## src/pci_cfg_consts.svh

```systemverilog
/*
 * Constants of the configuration header front: offsets, field positions,
 * reset values and identification words.
 * Assumes it is included by bare name from the bench and the header module.
 */
`ifndef PCI_CFG_CONSTS_SVH
`define PCI_CFG_CONSTS_SVH

// ************************************************
// Register offsets (byte addresses)
// ************************************************
`define CFG_OFS_MAKER_IDENTIFIER        8'h00
`define CFG_OFS_PART_IDENTIFIER         8'h02
`define CFG_OFS_BUS_INTERFACE_CONTROL   8'h04

// ************************************************
// Identification words (arbitrary values)
// ************************************************
`define CFG_MAKER_IDENTIFIER_VALUE      16'h5a31
`define CFG_PART_IDENTIFIER_VALUE       16'h0c17

// ************************************************
// Command field positions
// ************************************************
`define CMD_IO_SPACE_ENABLE_BIT         0
`define CMD_MEMORY_RESPONSE_ENABLE_BIT  1
`define CMD_BUS_MASTER_ENABLE_BIT       2
`define CMD_SPECIAL_CYCLE_BIT           3
`define CMD_WRITE_INVALIDATE_ENABLE_BIT 4
`define CMD_PALETTE_SNOOP_ENABLE_BIT    5
`define CMD_PARITY_RESPONSE_ENABLE_BIT  6
`define CMD_STEPPING_CONTROL_BIT        7
`define CMD_SYSTEM_ERROR_ENABLE_BIT     8
`define CMD_FAST_B2B_ENABLE_BIT         9

// ************************************************
// Reset values and access masks
// ************************************************
`define CMD_RESET_VALUE                 16'h0000
`define CMD_WRITABLE_MASK               16'h0156
`define CFG_UNUSED_READ_VALUE           32'h0000_0000

`endif

```

## src/pci_cfg_pkg.sv

```systemverilog
/*
 * Types shared by the configuration header front.
 * Assumes pci_cfg_consts.svh is on the include path.
 */
package pci_cfg_pkg;

   // ************************************************
   // Master write command codes
   // ************************************************
   typedef enum logic [3:0]
   {
      MEM_WRITE_CMD            = 4'b0111,
      MEM_WRITE_INVALIDATE_CMD = 4'b1111
   } write_cmd_t;

   // ************************************************
   // Module state
   // ************************************************
   typedef struct packed
   {
      logic        value;
   } cmd_bit_state_t;

   typedef struct packed
   {
      logic        cfg_ack;
      logic        cfg_hit;
      logic [31:0] cfg_rdata;
      write_cmd_t  master_cmd;
      logic        system_error_oe;
      logic        parity_error_oe;
   } cfg_state_t;

endpackage

```

## src/cmd_bit_cell.sv

```systemverilog
/*
 * One bit of the command register: writable storage or a hardwired zero.
 * Assumes the write strobe is a one-cycle pulse on ref_clk.
 */
`timescale 1ns/1ps

module cmd_bit_cell
   import pci_cfg_pkg::*;
#(
   parameter bit WRITABLE = 1'b0
)
(
   input  wire logic ref_clk,
   input  wire logic sys_rst,
   input  wire logic wr_strobe,
   input  wire logic wr_value,
   output      logic bit_value
);

   cmd_bit_state_t state_reg;
   cmd_bit_state_t state_next;

   always_comb
   begin
      state_next = state_reg;
      // Unwritable bits ignore the write and stay zero
      if (WRITABLE && wr_strobe)
      begin
         state_next.value = wr_value;
      end
      if (!WRITABLE)
      begin
         state_next.value = 1'b0;
      end
   end

   always_ff @(posedge ref_clk)
   begin
      if (sys_rst)
      begin
         state_reg <= '0;
      end
      else
      begin
         state_reg <= state_next;
      end
   end

   assign bit_value = state_reg.value;

endmodule

```

## src/pci_config_header_command.sv

```systemverilog
/*
 * Configuration header front: identification words and command register,
 * plus the gating that the command bits apply to the rest of the device.
 * Assumes a PCI target front end on ref_clk that decodes configuration
 * cycles into single-cycle requests, and device logic on the same clock.
 */
// Overview of operation
// - One function only, standard header layout
// - Maker identifier at 00h, read-only
// - Part identifier at 02h, writes ignored
// - Command bits 15-10 read zero
// - Fast back-to-back enable reads zero
// - Bit 8 enables system error driver
// - Stepping control bit hardwired zero
// - Bit 6 enables parity error response
// - Palette snoop enable reads zero
// - Bit 4 allows write-and-invalidate commands
// - Bit 4 clear: plain memory writes
// - Special cycle bit zero, cycles ignored
// - Bit 2 gates bus mastering
// - Bit 1 gates memory cycle claims
// - I/O space enable reads zero
// - Writable fields store, read-only ignore writes
`timescale 1ns/1ps
`include "pci_cfg_consts.svh"

module pci_config_header_command
   import pci_cfg_pkg::*;
(
   input  wire logic        ref_clk,
   input  wire logic        sys_rst,
   input  wire logic        cfg_req,
   input  wire logic        cfg_write,
   input  wire logic [2:0]  cfg_function,
   input  wire logic [7:0]  cfg_addr,
   input  wire logic [3:0]  cfg_byte_en,
   input  wire logic [31:0] cfg_wdata,
   output      logic        cfg_ack,
   output      logic        cfg_hit,
   output      logic [31:0] cfg_rdata,
   input  wire logic        mem_cycle_hit,
   output      logic        mem_cycle_claim,
   input  wire logic        master_start_req,
   output      logic        master_start_ok,
   input  wire logic        master_write_req,
   output      logic [3:0]  master_cmd,
   input  wire logic        addr_parity_err,
   input  wire logic        data_parity_err,
   output      logic        system_error_output_o,
   output      logic        system_error_output_oe,
   output      logic        parity_error_output_o,
   output      logic        parity_error_output_oe,
   output      logic [15:0] command_value
);

   // ************************************************
   // Request decode
   // ************************************************
   logic        func_ok;
   logic        is_word0;
   logic        is_word1;
   logic [15:0] cmd_wr_strobe;
   logic [31:0] read_word;
   cfg_state_t  state_reg;
   cfg_state_t  state_next;

   assign func_ok  = (cfg_function == 3'h0);
   assign is_word0 = (cfg_addr[7:2] == 6'(`CFG_OFS_MAKER_IDENTIFIER >> 2));
   assign is_word1 = (cfg_addr[7:2] == 6'(`CFG_OFS_BUS_INTERFACE_CONTROL >> 2));

   // ************************************************
   // Command register bits
   // ************************************************
   // Word 0 has no write path at all, so the identifiers cannot change
   always_comb
   begin
      for (int i = 0; i < 16; i++)
      begin
         cmd_wr_strobe[i] = cfg_req && cfg_write && func_ok && is_word1
                            && cfg_byte_en[i / 8];
      end
   end

   genvar g;
   generate
      for (g = 0; g < 16; g++)
      begin : g_cmd
         cmd_bit_cell #(
            .WRITABLE (1'(`CMD_WRITABLE_MASK >> g))
         ) u_cell (
            .ref_clk   (ref_clk),
            .sys_rst   (sys_rst),
            .wr_strobe (cmd_wr_strobe[g]),
            .wr_value  (cfg_wdata[g]),
            .bit_value (command_value[g])
         );
      end
   endgenerate

   // ************************************************
   // Read data
   // ************************************************
   // Status half of word 1 lies outside this block and reads zero here
   always_comb
   begin
      if (is_word0)
      begin
         read_word = {`CFG_PART_IDENTIFIER_VALUE,
                      `CFG_MAKER_IDENTIFIER_VALUE};
      end
      else if (is_word1)
      begin
         read_word = {16'h0000, command_value};
      end
      else
      begin
         read_word = `CFG_UNUSED_READ_VALUE;
      end
   end

   // ************************************************
   // State update
   // ************************************************
   always_comb
   begin
      state_next         = state_reg;
      state_next.cfg_ack = cfg_req;
      state_next.cfg_hit = cfg_req && func_ok;
      if (cfg_req && func_ok && !cfg_write)
      begin
         state_next.cfg_rdata = read_word;
      end
      // Command chosen per master write request; bit 4 sampled at that moment
      if (master_write_req)
      begin
         if (command_value[`CMD_WRITE_INVALIDATE_ENABLE_BIT])
         begin
            state_next.master_cmd = MEM_WRITE_INVALIDATE_CMD;
         end
         else
         begin
            state_next.master_cmd = MEM_WRITE_CMD;
         end
      end
      state_next.system_error_oe = addr_parity_err
                                   && command_value[`CMD_SYSTEM_ERROR_ENABLE_BIT];
      state_next.parity_error_oe = data_parity_err
                                   && command_value[`CMD_PARITY_RESPONSE_ENABLE_BIT];
   end

   always_ff @(posedge ref_clk)
   begin
      if (sys_rst)
      begin
         state_reg            <= '0;
         state_reg.master_cmd <= MEM_WRITE_CMD;
      end
      else
      begin
         state_reg <= state_next;
      end
   end

   // ************************************************
   // Outputs
   // ************************************************
   assign cfg_ack   = state_reg.cfg_ack;
   assign cfg_hit   = state_reg.cfg_hit;
   assign cfg_rdata = state_reg.cfg_rdata;
   assign master_cmd = state_reg.master_cmd;
   // Host must enable memory space first; until then claims are refused
   assign mem_cycle_claim = mem_cycle_hit
                            && command_value[`CMD_MEMORY_RESPONSE_ENABLE_BIT];
   assign master_start_ok = master_start_req
                            && command_value[`CMD_BUS_MASTER_ENABLE_BIT];
   // Open-drain pins: only ever pulled low
   assign system_error_output_o  = 1'b0;
   assign system_error_output_oe = state_reg.system_error_oe;
   assign parity_error_output_o  = 1'b0;
   assign parity_error_output_oe = state_reg.parity_error_oe;

   // ************************************************
   // Assertions
   // ************************************************
   property p_single_function;
      @(posedge ref_clk) disable iff (sys_rst)
      cfg_req && (cfg_function != 3'h0) |=> cfg_ack && !cfg_hit;
   endproperty
   a_single_function: assert property (p_single_function)
      else $error("non-zero function was claimed");

   property p_maker_id;
      @(posedge ref_clk) disable iff (sys_rst)
      cfg_req && !cfg_write && func_ok && is_word0
      |=> cfg_rdata[15:0] == `CFG_MAKER_IDENTIFIER_VALUE;
   endproperty
   a_maker_id: assert property (p_maker_id)
      else $error("maker identifier read wrong");

   property p_part_id;
      @(posedge ref_clk) disable iff (sys_rst)
      cfg_req && !cfg_write && func_ok && is_word0
      |=> cfg_rdata[31:16] == `CFG_PART_IDENTIFIER_VALUE;
   endproperty
   a_part_id: assert property (p_part_id)
      else $error("part identifier read wrong");

   property p_fixed_zero;
      @(posedge ref_clk) disable iff (sys_rst)
      cfg_req && cfg_write && func_ok && is_word1
      |=> ##1 (command_value & ~`CMD_WRITABLE_MASK) == 16'h0000;
   endproperty
   a_fixed_zero: assert property (p_fixed_zero)
      else $error("read-only command bit became set");

   property p_rw_store;
      @(posedge ref_clk) disable iff (sys_rst)
      cfg_req && cfg_write && func_ok && is_word1 && cfg_byte_en[0]
      |=> command_value[7:0] == ($past(cfg_wdata[7:0]) & `CMD_WRITABLE_MASK);
   endproperty
   a_rw_store: assert property (p_rw_store)
      else $error("writable command bits did not store");

   property p_serr;
      @(posedge ref_clk) disable iff (sys_rst)
      addr_parity_err |=> system_error_output_oe
                          == $past(command_value[`CMD_SYSTEM_ERROR_ENABLE_BIT]);
   endproperty
   a_serr: assert property (p_serr)
      else $error("system error drive does not follow enable");

   property p_perr;
      @(posedge ref_clk) disable iff (sys_rst)
      !data_parity_err |=> !parity_error_output_oe;
   endproperty
   a_perr: assert property (p_perr)
      else $error("parity error driven without cause");

   property p_perr_on;
      @(posedge ref_clk) disable iff (sys_rst)
      data_parity_err && command_value[`CMD_PARITY_RESPONSE_ENABLE_BIT]
      |=> parity_error_output_oe && !parity_error_output_o;
   endproperty
   a_perr_on: assert property (p_perr_on)
      else $error("enabled parity response missing");

   property p_write_cmd;
      @(posedge ref_clk) disable iff (sys_rst)
      master_write_req |=> master_cmd == ($past(command_value[4]) ?
                           4'hf : 4'h7);
   endproperty
   a_write_cmd: assert property (p_write_cmd)
      else $error("master write command wrong for enable");

   property p_master;
      @(posedge ref_clk) disable iff (sys_rst)
      master_start_ok |-> command_value[`CMD_BUS_MASTER_ENABLE_BIT];
   endproperty
   a_master: assert property (p_master)
      else $error("master start without enable");

   property p_memory;
      @(posedge ref_clk) disable iff (sys_rst)
      mem_cycle_hit |-> mem_cycle_claim
                        == command_value[`CMD_MEMORY_RESPONSE_ENABLE_BIT];
   endproperty
   a_memory: assert property (p_memory)
      else $error("memory claim does not follow enable");

   property p_reset;
      @(posedge ref_clk)
      sys_rst |=> command_value == `CMD_RESET_VALUE && !cfg_ack;
   endproperty
   a_reset: assert property (p_reset)
      else $error("command not cleared by reset");

   property p_ack_idle;
      @(posedge ref_clk) disable iff (sys_rst)
      !cfg_req |=> !cfg_ack && !cfg_hit;
   endproperty
   a_ack_idle: assert property (p_ack_idle)
      else $error("answer without a request");

   property p_hit_fn0;
      @(posedge ref_clk) disable iff (sys_rst)
      cfg_req && func_ok |=> cfg_ack && cfg_hit;
   endproperty
   a_hit_fn0: assert property (p_hit_fn0)
      else $error("function zero request not claimed");

   property p_rdata_hold;
      @(posedge ref_clk) disable iff (sys_rst)
      !(cfg_req && func_ok && !cfg_write) |=> $stable(cfg_rdata);
   endproperty
   a_rdata_hold: assert property (p_rdata_hold)
      else $error("read data changed without a claimed read");

   property p_id_write;
      @(posedge ref_clk) disable iff (sys_rst)
      cfg_req && cfg_write && is_word0 |=> $stable(command_value);
   endproperty
   a_id_write: assert property (p_id_write)
      else $error("write to identifier word changed the command");

   property p_rw_store_high;
      @(posedge ref_clk) disable iff (sys_rst)
      cfg_req && cfg_write && func_ok && is_word1 && cfg_byte_en[1]
      |=> command_value[15:8] == ($past(cfg_wdata[15:8]) & (`CMD_WRITABLE_MASK >> 8));
   endproperty
   a_rw_store_high: assert property (p_rw_store_high)
      else $error("writable upper command bit did not store");

   property p_lane_kept;
      @(posedge ref_clk) disable iff (sys_rst)
      cfg_req && cfg_write && !cfg_byte_en[0] |=> $stable(command_value[7:0]);
   endproperty
   a_lane_kept: assert property (p_lane_kept)
      else $error("disabled byte lane changed the command");

   property p_serr_off;
      @(posedge ref_clk) disable iff (sys_rst)
      !addr_parity_err |=> !system_error_output_oe && !system_error_output_o;
   endproperty
   a_serr_off: assert property (p_serr_off)
      else $error("system error driven without cause");

   property p_mcmd_hold;
      @(posedge ref_clk) disable iff (sys_rst)
      !master_write_req |=> $stable(master_cmd);
   endproperty
   a_mcmd_hold: assert property (p_mcmd_hold)
      else $error("master command changed without a write request");

   property p_start_gate;
      @(posedge ref_clk) disable iff (sys_rst)
      master_start_req && command_value[`CMD_BUS_MASTER_ENABLE_BIT] |-> master_start_ok;
   endproperty
   a_start_gate: assert property (p_start_gate)
      else $error("enabled master start refused");

   c_cmd_write: cover property (@(posedge ref_clk) disable iff (sys_rst)
      cfg_req && cfg_write && is_word1 ##2 command_value[1]);
   c_id_read: cover property (@(posedge ref_clk) disable iff (sys_rst)
      cfg_req && !cfg_write && is_word0 ##1 cfg_hit);
   c_mwi: cover property (@(posedge ref_clk) disable iff (sys_rst)
      master_write_req ##1 master_cmd == 4'hf);
   c_serr: cover property (@(posedge ref_clk) disable iff (sys_rst)
      system_error_output_oe);

endmodule
```

## config.mk

```make
export PLATFORM = sky130hd
export DESIGN_NAME = pci_config_header_command
export DESIGN_NICKNAME = d
export VERILOG_FILES = /design/src/pci_cfg_pkg.sv /design/src/cmd_bit_cell.sv /design/src/pci_config_header_command.sv
export VERILOG_INCLUDE_DIRS = /design/src /design/src/src
export SDC_FILE = /design/constraint.sdc
export NUM_CORES = 1
export LEC_CHECK = 0
export ABC_CLOCK_PERIOD_IN_PS = 2200
export BUFFER_PORTS_ARGS = -buffer_cell sky130_fd_sc_hd__buf_2
export CAP_MARGIN = 40
export CORE_MARGIN = 10
export CORE_UTILIZATION = 34
export DETAILED_ROUTE_END_ITERATION = 12
export PLACE_DENSITY_LB_ADDON = 0.15
export SYNTH_ARGS = -nofsm -noshare
export SYNTH_HDL_FRONTEND = slang
export SYNTH_SLANG_ARGS = --single-unit
```

## constraint.sdc

```tcl
create_clock -name ref_clk -period 2.2 [get_ports ref_clk]
set_clock_uncertainty 0.1 [all_clocks]
set_input_delay 0.44 -clock ref_clk [delete_from_list [all_inputs] [get_ports ref_clk]]
set_output_delay 0.44 -clock ref_clk [all_outputs]
set_load 0.1 [all_outputs]
```

==> results.py, run 1 <==
metrics = {
    "status": {
        "status": "finished clean",
    },
    "cells_and_area": {
        "layout_commonest_cell": "buf_2",
        "final_cell_area_mm2": 0.001152,
        "final_util": 0.3838,
        "final_cell_mix": "buf_2, conb_1, dfxtp_1, nand2b_1",
        "drive_above_1_share": 0.3899,
        "fin_nets": 216,
        "synthToLayoutAreaGrowth_pct": 9.643,
        "antenna_cells": 0,
    },
    "drt": {
        "routed_wl_um": 2504,
        "post-route-drc-count": 0,
        "drt-pass1-iter-count": 4,
        "ant_nets": 0,
        "vias": 790,
        "vias_per_cell": 4.115,
        "avgRoutedWirePerCell_um": 13.04,
        "first_iter_violations": 25,
    },
    "power": {
        "combPwrFrac": 0.369,
        "p_clk_frac": 0.257,
        "p_per_area_mw_per_mm2": 675.7,
        "p_leak_nw": 0.6129,
        "switching_share": 0.4657,
        "switching_power_w": 0.0003626,
        "seq_power_share": 0.374,
        "power.internal_w": 0.0004161,
        "peakVddDrop_v": 0.0002636,
    },
    "cts": {
        "cts_tree": "yes",
        "clk_pin_slew_worst_paths_ns": 0.10,
        "clk_latency_ns": 0.29,
        "cts_resized": 0,
        "cts_made_buffers": 3,
        "cts_max_path_buffers": 2,
        "cts_setup_buffers": 0,
        "cts_root_buffer": "clkbuf_4",
        "clock-sinks": 16,
        "htree_levels": 1,
        "holdBufCountCts": 0,
    },
    "global_routing": {
        "grt_max_degree": 24,
        "grt_usage": 0.08021,
        "grt_pass1_wl_um": 3553,
        "grt_overflow": 0,
        "grt_antenna_before_repair": 0,
        "grt_pass1_vias": 833,
    },
    "timing": {
        "fin_ws_ns": 0.3660,
        "slew_viol_final": 0,
        "finalSetupViolations": 0,
        "tns_ns": 0,
        "finalHoldViolCount": 0,
        "fmax_mhz": 545.3,
        "period_needed_ns": 1.834,
        "rsz0062_at_grt": "no",
        "finalCritPeriodShare": 0.8336,
    },
    "floorplan": {
        "die_w_um": 75.60,
        "die_height_um": 75.60,
        "die-area_mm2": 0.005715,
        "start_util": 0.3500,
        "core_mm2": 0.003003,
        "rows": 20,
        "io_pins": 116,
    },
    "logic_synthesis": {
        "ys_types": 23,
        "synth_enable_flop_cells": 0,
        "ys_seq_area_frac": 0.3048,
        "synth-seq-cells": 16,
        "yosysWarnings": 0,
        "syn_area_per_cell_um2": 8.686,
        "synth_cells": 121,
        "synthFlopType": "dfxtp_1",
        "async_flop_share": 0,
        "syn_area_mm2": 0.001051,
    },
    "place": {
        "place_congestion": 0.7496,
        "dp_hpwl_um": 2144,
        "io_buffers": 53,
        "pre_cts_slack_ns": 0.04744,
        "dpl-instance-area_mm2": 0.001116,
    },
    "critical_path": {
        "r2r_start": "g_cmd[4].u_cell.bit_value$_SDFFE_PP0P_",
        "reg2reg_setup_slack_ns": 1.30,
        "crit_type": "in2reg",
        "start_kind": "input port",
        "required_ns": 2.32,
        "crit_arrival_ns": 1.96,
        "end_kind": "register",
        "cp-startpoint": "cfg_function[1]",
        "slowest_stage": "or4b_1",
        "cpLargestDelayFamily": "simple AND/OR/NAND/NOR gates",
        "cp_num_buf_inv": 2,
        "max_stage_delay_ns": 0.67,
        "crit_chain": "buf_2, or4b_1, nor4_4, buf_4, mux2i_1",
        "cp_max_fo": 7,
    },
    "min_path": {
        "min-delay-path-class": "in2reg",
        "hold_start": "data_parity_err",
    },
    "run": {
        "drv_cap": 0,
    },
}
[logic make-up after synthesis]
logic type	synth area share
AND/OR/NAND/NOR	0.2179
AO/OA/AOI/OAI	0.04762
other	0.007146
multiplexers	0.05715
buffers and inverters	0.3655
flip-flops	0.3048
[state kept, by name (all words and copies together), names as in the netlist]
| signal | count |
|---|---|
| cfg_ack | 1 |
| cfg_hit | 1 |
| cfg_rdata | 6 |
| g_cmd.u_cell.bit_value | 5 |
| master_cmd | 1 |
| parity_error_output_oe | 1 |
| system_error_output_oe | 1 |
[worst paths after layout]
| kind | end | cells after the start |
|---|---|---|
| setup / recovery | g_cmd[6].u_cell.bit_value$_SDFFE_PP0P_ | 5 |
| hold / removal | parity_error_output_oe$_SDFF_PP0_ | 3 |
| setup reg to reg | cfg_rdata[4]$_SDFFE_PP0P_ | 3 |
| hold reg to reg | parity_error_output_oe$_SDFF_PP0_ | 2 |
[power by group through the flow]
stage	sequential [W]	combinational [W]	clock [W]
2_1_floorplan	0.000307	0.000291	0
3_3_place_gp	0.000298	0.000284	0
3_5_place_dp	0.000298	0.000285	0
4_1_cts	0.000291	0.000285	0.000211
5_1_grt	0.000291	0.000297	0.000218
6_report	0.000291	0.000288	0.000200
[cell type report]
class | instances | area (um^2)
fill | 327 | 1851
multi-input combinational | 79 | 455.4
sequential | 16 | 320.3
timing repair buffer | 55 | 280.3
tap | 33 | 41.29
clock buffer | 4 | 36.28
inverter | 5 | 18.77
[per-layer routing]
layer	share of wire	vias up	global-route usage	wire (um)
met5	0	-	0	0
met4	0.017	0	0.04330	42
met3	0.13	4	0.02734	314
met2	0.47	49	0.1350	1179
met1	0.39	345	0.08660	968
li1	-	392	-	-
[synth_stat cells, types with 2 or more instances]
cell       n  area (um^2)
buf_4     47        352.8
dfxtp_1   16        320.3
nand2b_1  13        81.33
mux2i_1    6        60.06
nor2_1     6        22.52
inv_1      5        18.77
nand2_1    4        15.01
o32ai_1    4        35.03
and2_1     2        12.51
clkbuf_1   2        7.510
conb_1     2        7.510
nor4_1     2        12.51
or4b_1     2        20.02
[worst reg2reg max path, cell delays in order, from the launching register on]
cell,delay (ns)
dfxtp_1,0.38
nand2b_1,0.12
nand3_1,0.08
o22ai_1,0.16
[through the flow]
step / hold WS [ns] / total power (W) / std cells
3_3_place_gp: 0.3355 / 0.0005820 / 188
5_1_grt: 0.2641 / 0.0008058 / 192
3_5_place_dp: 0.3389 / 0.0005828 / 188
2_1_floorplan: 0.3235 / 0.0005985 / 150
6_report: 0.2591 / 0.0007787 / 192
4_1_cts: 0.2488 / 0.0007874 / 192
Power figures use the tool's default switching activity.
==> run 2, diff against run 1 <==
--- a/config.mk
+++ b/config.mk
@@ -6,7 +6,7 @@
 export SDC_FILE = /design/constraint.sdc
 export NUM_CORES = 1
 export LEC_CHECK = 0
-export ABC_CLOCK_PERIOD_IN_PS = 2200
+export ABC_CLOCK_PERIOD_IN_PS = 1700
 export BUFFER_PORTS_ARGS = -buffer_cell sky130_fd_sc_hd__buf_2
 export CAP_MARGIN = 40
 export CORE_MARGIN = 10
==> constraint.sdc (replaced) <==
create_clock -name ref_clk -period 1.7 [get_ports ref_clk]
set_clock_uncertainty 0.1 [all_clocks]
set_input_delay 0.34 -clock ref_clk [delete_from_list [all_inputs] [get_ports ref_clk]]
set_output_delay 0.34 -clock ref_clk [all_outputs]
set_load 0.1 [all_outputs]
==> run 2 against run 1 <==
Utilization grew 2.4 points. Via count shrank 0.38%. Power up 29%. Highest routed layer unchanged. Routed wire length decreased by 0.60%. Combinational power up 32%. First-iteration DRC count down 48%. Register-to-register slack got worse by 0.51 ns. Critical path depth decreased by 4. Largest power group is now combinational logic. Global-route usage shrank 0.082 points.
==> results.py, run 2 (synthesized netlist as in run 1, its figures left out) <==
metrics = {
    "timing": {
        "rsz0062_at_grt": "no",
        "finalHoldViolCount": 0,
        "finalSetupViolations": 0,
        "slew_viol_final": 0,
        "finalCritPeriodShare": 0.9367,
        "fmax_mhz": 628.0,
        "period_needed_ns": 1.592,
        "tns_ns": 0,
    },
    "cts": {
        "cts_made_buffers": 3,
        "clk_latency_ns": 0.28,
        "cts_resized": 0,
        "clock-sinks": 16,
        "cts_root_buffer": "clkbuf_4",
        "holdBufCountCts": 0,
        "htree_levels": 1,
        "cts_max_path_buffers": 2,
        "clk_pin_slew_worst_paths_ns": 0.10,
        "cts_tree": "yes",
        "cts_setup_buffers": 0,
    },
    "critical_path": {
        "crit_chain": "buf_2",
        "reg2reg_setup_slack_ns": 0.79,
        "cpLargestDelayFamily": "buffers and inverters",
        "crit_arrival_ns": 1.15,
        "cp_num_buf_inv": 1,
        "crit_type": "reg2out",
        "end_kind": "primary output",
        "slowest_stage": "buf_2",
        "required_ns": 1.26,
        "start_kind": "register",
        "max_stage_delay_ns": 0.45,
        "cp_max_fo": 13,
    },
    "global_routing": {
        "met3_usage": 0.02865,
        "gr-usage-met2": 0.1407,
        "globalRoute.busiestLayer": "met2",
        "grt_pass1_wl_um": 3519,
        "grt_usage": 0.07939,
        "grt_pass1_vias": 776,
        "met1_usage": 0.08352,
        "grt_antenna_before_repair": 0,
        "grt_overflow": 0,
        "grt_max_degree": 24,
    },
    "floorplan": {
        "die_w_um": 75.60,
        "die-area_mm2": 0.005715,
        "rows": 20,
        "die_height_um": 75.60,
        "start_util": 0.3500,
        "core_mm2": 0.003003,
        "io_pins": 116,
    },
    "cells_and_area": {
        "final_cell_mix": "buf_2, conb_1, dfxtp_1, nand2b_1, buf_4",
        "final_util": 0.4079,
        "antenna_cells": 0,
        "fin_nets": 221,
        "layout_commonest_cell": "buf_2",
        "drive_above_1_share": 0.4207,
        "synthToLayoutAreaGrowth_pct": 16.55,
        "largest_register_ffs": 6,
    },
    "drt": {
        "drt-pass1-iter-count": 3,
        "post-route-drc-count": 0,
        "ant_nets": 0,
        "avgRoutedWirePerCell_um": 12.63,
        "routed_wl_um": 2489,
        "vias_per_cell": 3.995,
        "vias": 787,
        "first_iter_violations": 13,
    },
    "place": {
        "dp_hpwl_um": 2185,
        "io_buffers": 53,
        "place_congestion": 0.7838,
    },
    "min_path": {
        "min-delay-path-class": "in2reg",
    },
    "status": {
        "status": "finished clean",
    },
    "power": {
        "p_per_area_mw_per_mm2": 818.8,
        "p_leak_nw": 0.6447,
        "peakVddDrop_v": 0.0003637,
    },
    "run": {
        "drv_cap": 0,
    },
}
[run 2: final timing paths]
kind / from / to / cells past startpoint
setup / recovery: cfg_rdata[26]$_SDFFE_PP0P_ / cfg_rdata[17] / 1
hold / removal: addr_parity_err / system_error_output_oe$_SDFF_PP0_ / 3
setup reg to reg: g_cmd[4].u_cell.bit_value$_SDFFE_PP0P_ / cfg_rdata[4]$_SDFFE_PP0P_ / 3
hold reg to reg: g_cmd[6].u_cell.bit_value$_SDFFE_PP0P_ / parity_error_output_oe$_SDFF_PP0_ / 2
[run 2: stage by stage]
stage / power, W / cell area, um^2 / worst slack [ns] / cells / hold slack, ns
2_1_floorplan: 0.0007760 / 1171 / -0.1238 / 150 / 0.3235
3_3_place_gp: 0.0007586 / 1189 / -0.1619 / 193 / 0.3353
3_5_place_dp: 0.0007604 / 1189 / -0.1657 / 193 / 0.3380
4_1_cts: 0.001014 / 1225 / 0.07533 / 197 / 0.1629
5_1_grt: 0.001052 / 1225 / 0.002417 / 197 / 0.1580
6_report: 0.001003 / 1225 / 0.1076 / 197 / 0.1727
[run 2: final cells by class]
class	instances	area, um^2
multi-input cells	79	459.2
flip-flops and latches	16	321.6
repair buffers	60	347.8
well taps	33	41.29
inverters	5	18.77
clock buffers	4	36.28
fillers	318	1778
[run 2: metal layers]
metal / vias to the layer above / share of wire / wire (um)
met2: 49 / 0.49 / 1217
met3: 2 / 0.12 / 307
met5: - / 0 / 0
li1: 405 / - / -
met1: 331 / 0.38 / 938
met4: 0 / 0.010 / 26
[run 2: report_power, final]
group | switching, W | internal, W | total, W
clock network | 0.000117 | 0.000130 | 0.000247
logic | 0.000343 | 0.0000365 | 0.000379
registers | 0.000000345 | 0.000376 | 0.000376
==> run 3, diff against run 2 <==
--- a/config.mk
+++ b/config.mk
@@ -13,6 +13,7 @@
 export CORE_UTILIZATION = 34
 export DETAILED_ROUTE_END_ITERATION = 12
 export PLACE_DENSITY_LB_ADDON = 0.15
+export REMOVE_ABC_BUFFERS = 1
 export SYNTH_ARGS = -nofsm -noshare
 export SYNTH_HDL_FRONTEND = slang
 export SYNTH_SLANG_ARGS = --single-unit
==> run 3 against run 2 <==
Die area is the same. Register-to-register slack is essentially flat. Hold slack lost 0.0066 ns. Sequential cell count is the same. Global-route usage grew 0.67 points. Cell area grew 18%. Sequential share of layout area shrank 4.1 points. Power grew 0.69%. Routed wire length grew 6.7%. Largest cell class is now buffers.
==> results.py, run 3 (synthesized netlist as in run 1, its figures left out) <==
metrics = {
    "power": {
        "power_w": 0.001010,
        "switching_share": 0.4583,
        "p_leak_nw": 0.6911,
        "power.internal_w": 0.0005470,
        "seq_power_share": 0.373,
        "p_clk_frac": 0.246,
        "switching_power_w": 0.0004629,
        "peakVddDrop_v": 0.0003691,
        "p_per_area_mw_per_mm2": 698.8,
        "combPwrFrac": 0.381,
    },
    "critical_path": {
        "slowest_stage": "or4b_4",
        "cpLargestDelayFamily": "simple AND/OR/NAND/NOR gates",
        "crit_type": "in2reg",
        "crit_arrival_ns": 1.70,
        "start_kind": "input port",
        "cp_max_fo": 4,
        "required_ns": 1.79,
        "max_stage_delay_ns": 0.57,
        "crit_chain": "buf_2, or4b_4, or4_4, o32ai_1",
        "end_kind": "register",
        "cp_num_buf_inv": 1,
    },
    "timing": {
        "finalHoldViolCount": 0,
        "rsz0062_at_grt": "no",
        "slew_viol_final": 0,
        "fmax_mhz": 622.3,
        "holdWs_ns": 0.1661,
        "period_needed_ns": 1.607,
        "finalSetupViolations": 0,
        "tns_ns": 0,
        "finalCritPeriodShare": 0.9452,
    },
    "cts": {
        "clk_latency_ns": 0.28,
        "clock-sinks": 16,
        "holdBufCountCts": 0,
        "cts_tree": "yes",
        "cts_made_buffers": 3,
        "cts_setup_buffers": 0,
        "cts_root_buffer": "clkbuf_4",
        "htree_levels": 1,
        "clk_pin_slew_worst_paths_ns": 0.09,
        "cts_max_path_buffers": 2,
    },
    "place": {
        "dp_cells": 196,
        "dp_hpwl_um": 2291,
        "place_congestion": 0.7442,
        "io_buffers": 53,
        "dpl-instance-area_mm2": 0.001399,
    },
    "min_path": {
        "min-delay-path-class": "in2reg",
    },
    "floorplan": {
        "core_mm2": 0.003003,
        "die_height_um": 75.60,
        "die-area_mm2": 0.005715,
        "io_pins": 116,
        "rows": 20,
        "start_util": 0.3500,
        "die_w_um": 75.60,
    },
    "global_routing": {
        "grt_overflow": 0,
        "grt_antenna_before_repair": 0,
        "grt_max_degree": 24,
        "globalRoute.busiestLayer": "met2",
        "gr-usage-met2": 0.1464,
        "grt_usage": 0.08605,
        "grt_pass1_wl_um": 3767,
        "met1_usage": 0.06917,
        "met3_usage": 0.07031,
        "grt_pass1_vias": 852,
    },
    "run": {
        "drv_cap": 0,
    },
    "cells_and_area": {
        "final_cell_area_mm2": 0.001445,
        "synthToLayoutAreaGrowth_pct": 37.50,
        "fin_cells": 200,
        "largest_register_ffs": 6,
        "final_cell_mix": "buf_2, conb_1, dfxtp_1, buf_12, nand2b_1",
        "antenna_cells": 0,
        "fillers": 311,
        "multi_input_area_um2": 465.4,
        "register_area_um2": 320.3,
        "fin_nets": 224,
        "drive_above_1_share": 0.4311,
        "layout_commonest_cell": "buf_2",
    },
    "drt": {
        "routed_wl_um": 2657,
        "avgRoutedWirePerCell_um": 13.29,
        "ant_nets": 0,
        "vias": 813,
        "vias_per_cell": 4.065,
        "drt-pass1-iter-count": 4,
        "post-route-drc-count": 0,
        "first_iter_violations": 19,
    },
    "status": {
        "status": "finished clean",
    },
}
## run 3: cell types whose count changed in the layout (fill, tap and decap cells not counted)
| cell | delta |
|---|---|
| dfxtp_2 | -1 |
| nor4_1 | -1 |
| nor4_2 | +1 |
| buf_12 | +13 |
| dfxtp_1 | +1 |
| buf_4 | +2 |
| buf_2 | -12 |
## run 3: repair_timing
action | in CTS | in global routing
pin swaps | 0 | 0
resized for setup | 1 | 1
hold endpoints to repair | 0 | 0
setup endpoints to repair | 1 | 4
## run 3: area by class of cell
| type | instances | share of cell area |
|---|---|---|
| timing repair buffer | 63 | 0.3896 |
| inverter | 5 | 0.01299 |
| clock buffer | 4 | 0.02511 |
| multi-input combinational | 79 | 0.3221 |
| sequential | 16 | 0.2216 |
| tap | 33 | 0.02857 |
## run 3: path summary, 6_finish.rpt
check,start,to,slack (ns),cells past startpoint
max,cfg_function[1],cfg_rdata[6]$_SDFFE_PP0P_,0.09,4
min,addr_parity_err,system_error_output_oe$_SDFF_PP0_,0.17,3
max reg2reg,cfg_rdata[26]$_SDFFE_PP0P_,cfg_rdata[26]$_SDFFE_PP0P_,0.78,3
min reg2reg,g_cmd[6].u_cell.bit_value$_SDFFE_PP0P_,parity_error_output_oe$_SDFF_PP0_,0.35,2
## run 3: metal layers
layer  vias to the layer above  part of all wire  wire length [um]
li1                        408                 -                 -
met1                       358              0.30               805
met2                        47              0.51              1364
met3                         0              0.18               487
met4                         0                 0                 0
met5                         -                 0                 0
## run 3: per-stage QoR
| step | worst slack (ns) | utilization |
|---|---|---|
| after floorplan | -6.924 | - |
| after global placement | -0.2908 | 0.4658 |
| after detailed placement | -0.3333 | 0.4658 |
| after CTS | 0.02199 | 0.4800 |
| after global routing | 0.05341 | 0.4813 |
| final | 0.09314 | 0.4813 |
## run 3: worst min-delay path: cells and delay by family
family	cells	cell delay, ns
buffers and inverters	1	0.09
and+or+nand+nor	2	0.08
## run 3: power groups by stage
stage | clock [W] | combinational (W) | sequential, W
after floorplan | 0 | 0.000314 | 0.000399
after global placement | 0 | 0.000377 | 0.000385
after detailed placement | 0 | 0.000379 | 0.000385
after CTS | 0.000261 | 0.000379 | 0.000377
after global routing | 0.000267 | 0.000396 | 0.000377
final | 0.000249 | 0.000385 | 0.000377
